$ cat config.mk
export PLATFORM = sky130hd
export DESIGN_NAME = cpc_regs
export DESIGN_NICKNAME = d
export VERILOG_FILES = /design/src/design/cpc_pkg.sv /design/src/design/cpc_regs.sv
export SDC_FILE = /design/constraint.sdc
export NUM_CORES = 1
export LEC_CHECK = 0
export BUFFER_PORTS_ARGS = -buffer_cell sky130_fd_sc_hd__buf_2
export CAP_MARGIN = 20
export CORE_UTILIZATION = 42
export CTS_BUF_LIST = sky130_fd_sc_hd__clkbuf_8
export DETAILED_ROUTE_END_ITERATION = 16
export GPL_TIMING_DRIVEN = 1
export PLACE_DENSITY = 0.78
export SETUP_SLACK_MARGIN = 0.3
export SKIP_CTS_REPAIR_TIMING = 1
export SLEW_MARGIN = 20
export SYNTH_ARGS = -nofsm -noshare
export SYNTH_HDL_FRONTEND = slang
export SYNTH_SLANG_ARGS = --single-unit
$ cat constraint.sdc
create_clock -name clk_sys -period 1.28 [get_ports clk_sys]
set_input_delay 0.256 -clock clk_sys [delete_from_list [all_inputs] [get_ports clk_sys]]
set_output_delay 0.256 -clock clk_sys [all_outputs]
set_load 0.005 [all_outputs]
$ cat src/design/cpc_pkg.sv
package cpc_pkg;
  localparam logic [7:0] ADDR_CONFIG  = 8'hC2;
  localparam logic [7:0] ADDR_CONTROL = 8'hC3;
  localparam logic [7:0] ADDR_STATUS  = 8'hC4;
  localparam int CFG_REPEATER = 5;
  localparam int CFG_POL_LO   = 3;
  localparam int CTL_RESET    = 7;
  localparam int CTL_LIST_ACK = 5;
  localparam int CTL_KEY_ACK  = 4;
  localparam int CTL_ENC_OFF  = 3;
  localparam int CTL_ENC_ON   = 2;
  localparam int CTL_DISABLE  = 1;
  localparam int CTL_ENABLE   = 0;
  localparam logic [7:0] CONFIG_RESET = 8'h80;
  localparam logic [1:0] POL_WHEN_AUTH = 2'h0;
  localparam logic [1:0] POL_REG       = 2'h1;
  localparam logic [1:0] POL_ALWAYS    = 2'h2;
  localparam logic [1:0] POL_INBAND    = 2'h3;
  localparam logic [1:0] RESP_OKAY   = 2'h0;
  localparam logic [1:0] RESP_SLVERR = 2'h2;
  typedef enum logic [1:0] {
    CPC_VIDEO_CLEAR,
    CPC_VIDEO_ENCRYPTED,
    CPC_VIDEO_BLUE
  } cpc_video_type;
endpackage

$ cat src/design/cpc_regs.sv
`timescale 1ns/100ps
module cpc_regs (
  // Clock and reset
  input  wire logic        clk_sys,
  input  wire logic        sys_rst,
  // AXI4-Lite slave
  input  wire logic [7:0]  s_axi_awaddr,
  input  wire logic        s_axi_awvalid,
  output logic             s_axi_awready,
  input  wire logic [31:0] s_axi_wdata,
  input  wire logic [3:0]  s_axi_wstrb,
  input  wire logic        s_axi_wvalid,
  output logic             s_axi_wready,
  output logic [1:0]       s_axi_bresp,
  output logic             s_axi_bvalid,
  input  wire logic        s_axi_bready,
  input  wire logic [7:0]  s_axi_araddr,
  input  wire logic        s_axi_arvalid,
  output logic             s_axi_arready,
  output logic [31:0]      s_axi_rdata,
  output logic [1:0]       s_axi_rresp,
  output logic             s_axi_rvalid,
  input  wire logic        s_axi_rready,
  // Events and levels from the authentication engine and link
  input  wire logic        side_channel_error,
  input  wire logic        downstream_irq_pin,
  input  wire logic        downstream_lock,
  input  wire logic        hot_plug_event,
  input  wire logic        downstream_present,
  input  wire logic        key_ready_set,
  input  wire logic        key_list_ready_set,
  input  wire logic        auth_pass,
  input  wire logic        auth_fail,
  // Controls to the authentication engine and cipher
  output logic             auth_enabled,
  output logic             auth_restart,
  output logic             auth_engine_reset,
  output logic             auth_stall,
  output logic             repeater_mode,
  output logic [1:0]       encrypt_policy,
  output cpc_pkg::cpc_video_type video_mode
);

  logic [7:0] cfg_q;
  logic       auth_en_q, key_ack_q, list_ack_q, enc_on_q, enc_off_q;
  logic       err_q, hpd_q, key_rdy_q, list_rdy_q, link_authenticated_q;
  logic       pulse_restart_q, pulse_reset_q;
  logic       aw_q, w_q;
  logic [7:0] awaddr_q;
  logic [7:0] wbyte_q;
  logic       wlane_q;

  // Write channel: address and data taken in either order
  assign s_axi_awready = !aw_q && !s_axi_bvalid;
  assign s_axi_wready  = !w_q && !s_axi_bvalid;
  wire aw_take = s_axi_awvalid && s_axi_awready;
  wire w_take  = s_axi_wvalid && s_axi_wready;
  wire wr_go   = aw_q && w_q;
  wire wr_cfg  = wr_go && wlane_q && (awaddr_q == cpc_pkg::ADDR_CONFIG);
  wire wr_ctl  = wr_go && wlane_q && (awaddr_q == cpc_pkg::ADDR_CONTROL);
  wire wr_hit  = (awaddr_q == cpc_pkg::ADDR_CONFIG) || (awaddr_q == cpc_pkg::ADDR_CONTROL)
                 || (awaddr_q == cpc_pkg::ADDR_STATUS);
  wire [7:0] wd = wbyte_q;

  // Read channel
  assign s_axi_arready = !s_axi_rvalid;
  wire rd_take  = s_axi_arvalid && s_axi_arready;
  wire rd_stat  = rd_take && (s_axi_araddr == cpc_pkg::ADDR_STATUS);
  wire always_enc = (cfg_q[4:3] == cpc_pkg::POL_ALWAYS);
  wire enc_on_rd  = always_enc ? 1'b1 : enc_on_q;
  wire [7:0] ctl_rd = {2'h0, list_ack_q, key_ack_q, 1'b0, enc_on_rd, 1'b0,
                       auth_en_q};
  wire [7:0] sts_rd = {err_q, downstream_irq_pin, downstream_lock, hpd_q,
                       downstream_present, list_rdy_q, key_rdy_q,
                       link_authenticated_q};
  wire [7:0] rd_byte = (s_axi_araddr == cpc_pkg::ADDR_CONFIG)  ? cfg_q :
                       (s_axi_araddr == cpc_pkg::ADDR_CONTROL) ? ctl_rd :
                       (s_axi_araddr == cpc_pkg::ADDR_STATUS)  ? sts_rd : 8'h00;
  wire rd_hit = (s_axi_araddr == cpc_pkg::ADDR_CONFIG) ||
                (s_axi_araddr == cpc_pkg::ADDR_CONTROL) ||
                (s_axi_araddr == cpc_pkg::ADDR_STATUS);

  // Control write decode
  wire set_en    = wr_ctl && wd[cpc_pkg::CTL_ENABLE];
  wire set_dis   = wr_ctl && (wd[cpc_pkg::CTL_DISABLE] || wd[cpc_pkg::CTL_RESET]);
  wire set_kack  = wr_ctl && wd[cpc_pkg::CTL_KEY_ACK];
  wire set_lack  = wr_ctl && wd[cpc_pkg::CTL_LIST_ACK];

  always_ff @(posedge clk_sys) begin
    if (sys_rst) begin
      aw_q <= 1'b0;
      w_q <= 1'b0;
      awaddr_q <= 8'h00;
      wbyte_q <= 8'h00;
      wlane_q <= 1'b0;
      s_axi_bvalid <= 1'b0;
      s_axi_bresp <= cpc_pkg::RESP_OKAY;
      s_axi_rvalid <= 1'b0;
      s_axi_rdata <= 32'h0000_0000;
      s_axi_rresp <= cpc_pkg::RESP_OKAY;
    end else begin
      if (aw_take) begin
        aw_q <= 1'b1;
        awaddr_q <= s_axi_awaddr;
      end
      if (w_take) begin
        w_q <= 1'b1;
        wbyte_q <= s_axi_wdata[7:0];
        wlane_q <= s_axi_wstrb[0];
      end
      if (wr_go) begin
        aw_q <= 1'b0;
        w_q <= 1'b0;
        s_axi_bvalid <= 1'b1;
        s_axi_bresp <= wr_hit ? cpc_pkg::RESP_OKAY : cpc_pkg::RESP_SLVERR;
      end else if (s_axi_bvalid && s_axi_bready) begin
        s_axi_bvalid <= 1'b0;
      end
      if (rd_take) begin
        s_axi_rvalid <= 1'b1;
        s_axi_rdata <= {24'h00_0000, rd_byte};
        s_axi_rresp <= rd_hit ? cpc_pkg::RESP_OKAY : cpc_pkg::RESP_SLVERR;
      end else if (s_axi_rvalid && s_axi_rready) begin
        s_axi_rvalid <= 1'b0;
      end
    end
  end

  // Registers and status flags; status sets beat a same-cycle clear, but disable beats enable and key/list ready beats the acks
  always_ff @(posedge clk_sys) begin
    if (sys_rst) begin
      cfg_q <= cpc_pkg::CONFIG_RESET;
      auth_en_q <= 1'b0;
      key_ack_q <= 1'b0;
      list_ack_q <= 1'b0;
      enc_on_q <= 1'b0;
      enc_off_q <= 1'b0;
      err_q <= 1'b0;
      hpd_q <= 1'b0;
      key_rdy_q <= 1'b0;
      list_rdy_q <= 1'b0;
      link_authenticated_q <= 1'b0;
      pulse_restart_q <= 1'b0;
      pulse_reset_q <= 1'b0;
    end else begin
      if (wr_cfg) begin
        cfg_q <= wd;
      end
      if (wr_ctl && !always_enc) begin
        enc_on_q <= wd[cpc_pkg::CTL_ENC_ON];
      end
      enc_off_q <= wr_ctl && wd[cpc_pkg::CTL_ENC_OFF];
      pulse_restart_q <= set_en;
      pulse_reset_q <= wr_ctl && wd[cpc_pkg::CTL_RESET];
      if (set_dis) begin
        auth_en_q <= 1'b0;
      end else if (set_en) begin
        auth_en_q <= 1'b1;
      end
      if (key_ready_set) begin
        key_ack_q <= 1'b0;
      end else if (set_kack) begin
        key_ack_q <= 1'b1;
      end
      if (key_list_ready_set) begin
        list_ack_q <= 1'b0;
      end else if (set_lack) begin
        list_ack_q <= 1'b1;
      end
      err_q <= side_channel_error || (err_q && !rd_stat);
      hpd_q <= hot_plug_event || (hpd_q && !rd_stat);
      list_rdy_q <= key_list_ready_set || (list_rdy_q && !set_lack);
      key_rdy_q <= key_ready_set ||
                   (key_rdy_q && !set_kack && !auth_fail);
      link_authenticated_q <= auth_pass ||
                  (link_authenticated_q && !auth_fail && !set_en && !set_dis);
    end
  end

  assign auth_enabled      = auth_en_q;
  assign auth_restart      = pulse_restart_q;
  assign auth_engine_reset = pulse_reset_q;
  assign repeater_mode     = cfg_q[cpc_pkg::CFG_REPEATER];
  assign encrypt_policy    = cfg_q[4:3];
  // Engine holds while a list or (non-repeater) a key awaits the host
  assign auth_stall = list_rdy_q || (key_rdy_q && !repeater_mode);
  wire enc_req = always_enc || (enc_on_q && !enc_off_q);
  assign video_mode = !enc_req ? cpc_pkg::CPC_VIDEO_CLEAR :
                      link_authenticated_q ? cpc_pkg::CPC_VIDEO_ENCRYPTED :
                      cpc_pkg::CPC_VIDEO_BLUE;
endmodule

Yosys cells after proc, flatten, opt, wreduce, memory -nomap -nowiden --
Cells that the tools add are included.
Word-level totals: flip-flop bits (word level) 53, latch bits 0, memory bits (writable) 0, ROM bits 0, output and inout bits 50, memories kept 0
Operators by class: add/sub/neg operators 0, multipliers 0, divide/modulo/power cells 0, order comparisons 0, equal/unequal tests 7, shifts and indexed selects 0, multiplexer cells 12, bitwise logic cells 0, reduce and logical (&&, ||, !) cells 60
Operators with widths (number):
- == test 8 bit (second input constant) | 6
- logical AND 1 bit | 29
- 2-to-1 mux 8 bit | 3
- zero test 1 bit | 13
- logical OR 1 bit | 12
- 2-to-1 mux 2 bit | 4
- OR reduction 2 bit | 4
- 2-to-1 mux 1 bit | 5
- nonzero test 2 bit | 2
- == test 2 bit (second input constant) | 1

Longest topological paths before layout --
depth in word-level cells 8, depth in mapped cells 5, depth with buffers taken out 4

Worst setup path after synthesis --
No wires, ideal clock.
path kind register to register, start point register awaddr_q[3], end point register cfg_q[0], library setup time 0.128 ns, arrival 1.185 ns, setup slack -0.033 ns, stages on the path, launching flop included 5, period minus slack after synthesis 1.313 ns, cells stage by stage dfxtp_1 nor4b_4 nand4_2 mux2i_1 nor2_1
Between the ends: cells in the longest elaborated chain, start to end 2
RTL lines:
- start, declared | RTL line cpc_regs.sv:49 | logic [7:0] awaddr_q;
- start signal, assigned | RTL line cpc_regs.sv:104 | awaddr_q <= s_axi_awaddr;
- == test 8 bit | RTL line cpc_regs.sv:59 | wire wr_cfg = wr_go && wlane_q && (awaddr_q == cpc_pkg::ADDR_CONFIG);
- logical AND 1 bit | RTL line cpc_regs.sv:59
- end signal, assigned | RTL line cpc_regs.sv:132 | cfg_q <= cpc_pkg::CONFIG_RESET;
- end signal, assigned | RTL line cpc_regs.sv:147 | cfg_q <= wd;
- end, declared | RTL line cpc_regs.sv:44 | logic [7:0] cfg_q;
Every way passes these cells. A chain may end at the register's enable or synchronous reset.

Worst setup path in the final report --
start point register cfg_q[3], end point output port video_mode[0]
Between the ends: cells in the longest elaborated chain, start to end 3
RTL lines:
- == test 2 bit | RTL line cpc_regs.sv:69 | wire always_enc = (cfg_q[4:3] == cpc_pkg::POL_ALWAYS);
- logical OR 1 bit | RTL line cpc_regs.sv:187 | wire enc_req = always_enc || (enc_on_q && !enc_off_q);
- 2-to-1 mux 2 bit | RTL line cpc_regs.sv:188 | assign video_mode = !enc_req ? cpc_pkg::CPC_VIDEO_CLEAR :
- end, declared | RTL line cpc_regs.sv:41 | output cpc_pkg::cpc_video_type video_mode
Every way passes these cells.

==> flow_metrics.env <==
export IMPL_outcome="finished, violations left"
export IMPL_violations="setup timing"
export IMPL_maxCapViolations=0
export IMPL_gp_congestion=0.838
export IMPL_htreeDepth=2
export IMPL_fin_ws_ps=-42.5
export IMPL_grt_start_max_net_pins=24
export IMPL_synth_ff_type="dfxtp_1"
export IMPL_netlist_top_cells_area="dfxtp_1 (45%), buf_4 (9.6%), nand2_1 (7.9%)"
export IMPL_yosysTopAreaCell="dfxtp_1"
export IMPL_grt_pass1_vias=1708
export IMPL_chipWidth_um=75.5
export IMPL_routed_top_layer="met4"
export IMPL_cp_required_ps=1020
export IMPL_hold_viol=0
export IMPL_synthesis_area_um2=2270
export IMPL_dr_pass1_iters=4
export IMPL_synth_edff_count=0
export IMPL_place_hpwl_mm=3.54
export IMPL_fin_crit_sh_pct=103
export IMPL_whs_ps=109
export IMPL_min_from="s_axi_rready"
export IMPL_fin_cells=422
export IMPL_setup_worst_path_end_class="primary output"
export IMPL_setup_viol=13
export IMPL_vias=2052
export IMPL_worstPathMaxFanout=5
export IMPL_seq_area_frac_synth_pct=45.0
export IMPL_wl_met3_um=304
export IMPL_grt_usage_pct=17.6
export IMPL_ys_warn_count=0
export IMPL_final_common_cell="buf_2"
export IMPL_dieArea_um2=5700
export IMPL_drt_total_wl_mm=5.50
export IMPL_post_place_cells=404
export IMPL_n_antenna_cell=0
export IMPL_drt_met1_wl_mm=2.35
export IMPL_fmax_mhz=756
export IMPL_syn_to_final_growth_pct=42.2
export IMPL_die_y_um=75.5
export IMPL_criticalPathCategory="reg -> out"
export IMPL_whs_path_depth=2
export IMPL_min_period_ps=1320
export IMPL_grt_pass1_wl_mm=7.47
export IMPL_cts_tree="done"
export IMPL_synth_seq_cells=51
export IMPL_fin_total_pwr_mw=3.50
export IMPL_viasPerCell=4.86
export IMPL_core_um2=5170
export IMPL_min_path_type="in -> reg"
export IMPL_io_pins=118
export IMPL_worstReg2RegEnd="auth_enabled"
export IMPL_final_nets=419
export IMPL_r2r_setup_slack_ps=-30
export IMPL_fin_skew_ps=2.98
export IMPL_clock_path_buffers=2
export IMPL_netlist_instances=270
export IMPL_cts_sinks=51
export IMPL_finalMaxSlewViolations=0
export IMPL_fp_row_count=26
export IMPL_clk_latency_ps=310
export IMPL_first_iter_violations=68
export IMPL_start_util_pct=43.9
export IMPL_drive_above_1_share_pct=50.9
export IMPL_holdPathEnd="s_axi_rvalid"
export IMPL_cts_buffers=5
export IMPL_postSynthAreaPerCell_um2=8.41
export IMPL_startpoint_type="flop"
export IMPL_r2r_cells=5
export IMPL_rsz0062_at_grt="true"
export IMPL_dr_wl_met2_mm=2.76
export IMPL_synth_top_area_share_pct=45.0
export IMPL_p_leak_nw=1.45
export IMPL_grt_overflow_total=0
export IMPL_critPathArrivalTime_ps=1070
export IMPL_drc=0
export IMPL_post_drt_wl_per_cell_um=13.0
export IMPL_fin_util_pct=62.4
export IMPL_io_buffers=64
export IMPL_ys_types=32
export IMPL_drtAntennaViolNets=0
export IMPL_vdd_drop_max_mv=0.631
export IMPL_path_clk_slew_ps=90
export IMPL_cts_root_buf="clkbuf_8"
export IMPL_r2r_start="awaddr_q[5]"
export IMPL_mostFrequentLayoutCells="buf_2 (50), dfxtp_1 (27), conb_1 (26), nand2_1 (25)"
export IMPL_power_density_nw_per_um2=1080
export IMPL_antenna_found_initial=0
export IMPL_async_reset_ff_share_pct=0
## area by class of cell
cell class	count	area (um^2)
Inverter	6	25.0
Timing Repair Buffer	85	601
Fill cell	435	1940
Tap cell	70	87.6
Clock buffer	5	68.8
Clock inverter	3	63.8
Sequential cell	51	1060
Multi-Input combinational cell	202	1320
## worst max-delay path, stage by stage (launching register included)
cell	delay, ps
dfxtp_2	330
nand2b_4	160
a21boi_2	140
buf_2	130
## through the flow
step / setup slack, ps / TNS, ps / area [um^2]
2_1_floorplan: -21.4 / -80.8 / 2410
3_3_place_gp: -88.6 / -715 / 2660
3_5_place_dp: -124 / -771 / 2660
4_1_cts: -152 / -882 / 2790
5_1_grt: -106 / -1480 / 3230
6_report: -42.5 / -296 / 3230
## where the power goes
group / switching (mW) / internal [mW] / total [mW] / leakage [nW]
Sequential: 0.0636 / 1.64 / 1.71 / 0.428
Clock: 0.538 / 0.773 / 1.31 / 0.0695
Combinational: 0.253 / 0.224 / 0.477 / 0.949
Total: 0.854 / 2.64 / 3.50 / 1.45
## synthesized netlist by cell type (2+ instances only)
| master | number |
|---|---|
| dfxtp_1 | 51 |
| a211oi_1 | 2 |
| nor2_1 | 24 |
| a311oi_1 | 5 |
| and2_1 | 6 |
| nor2b_1 | 5 |
| a22oi_1 | 4 |
| o21ai_0 | 4 |
| mux2i_1 | 11 |
| a21oi_1 | 33 |
| a21o_1 | 2 |
| nand2b_1 | 6 |
| nand2_1 | 48 |
| o21ai_1 | 4 |
| inv_1 | 6 |
| buf_4 | 29 |
| clkbuf_1 | 8 |
| nor3_1 | 8 |
## flip-flops by register name, indices dropped and copies added, names as in the netlist, 8 cells and up
name and count:
cfg_q 8, s_axi_rdata 8, awaddr_q 8, wbyte_q 8
## kinds of logic after synthesis
group	count (synthesis)	share of synthesized area [%]
AND/OR/NAND/NOR	106	23.2
buffers and inverters	44	12.1
AO/OA/AOI/OAI	57	14.7
multiplexers	11	4.85
other	1	0.165
flip-flops	51	45.0
## how the worst max path moves through the flow
stage                         to            start
3_3_place_gp      s_axi_rdata[3]  s_axi_araddr[3]
2_1_floorplan  auth_engine_reset      awaddr_q[5]
3_5_place_dp      s_axi_rdata[6]  s_axi_araddr[3]
6_report           video_mode[0]         cfg_q[3]
5_1_grt                 cfg_q[7]          wlane_q
4_1_cts            video_mode[1]         cfg_q[4]
## layer usage
layer	vias up	track usage, %
met3	9	3.84
li1	1023	-
met1	940	21.9
met5	-	0
met2	80	28.5
met4	0	9.47
(Power assumes the default switching activity.)
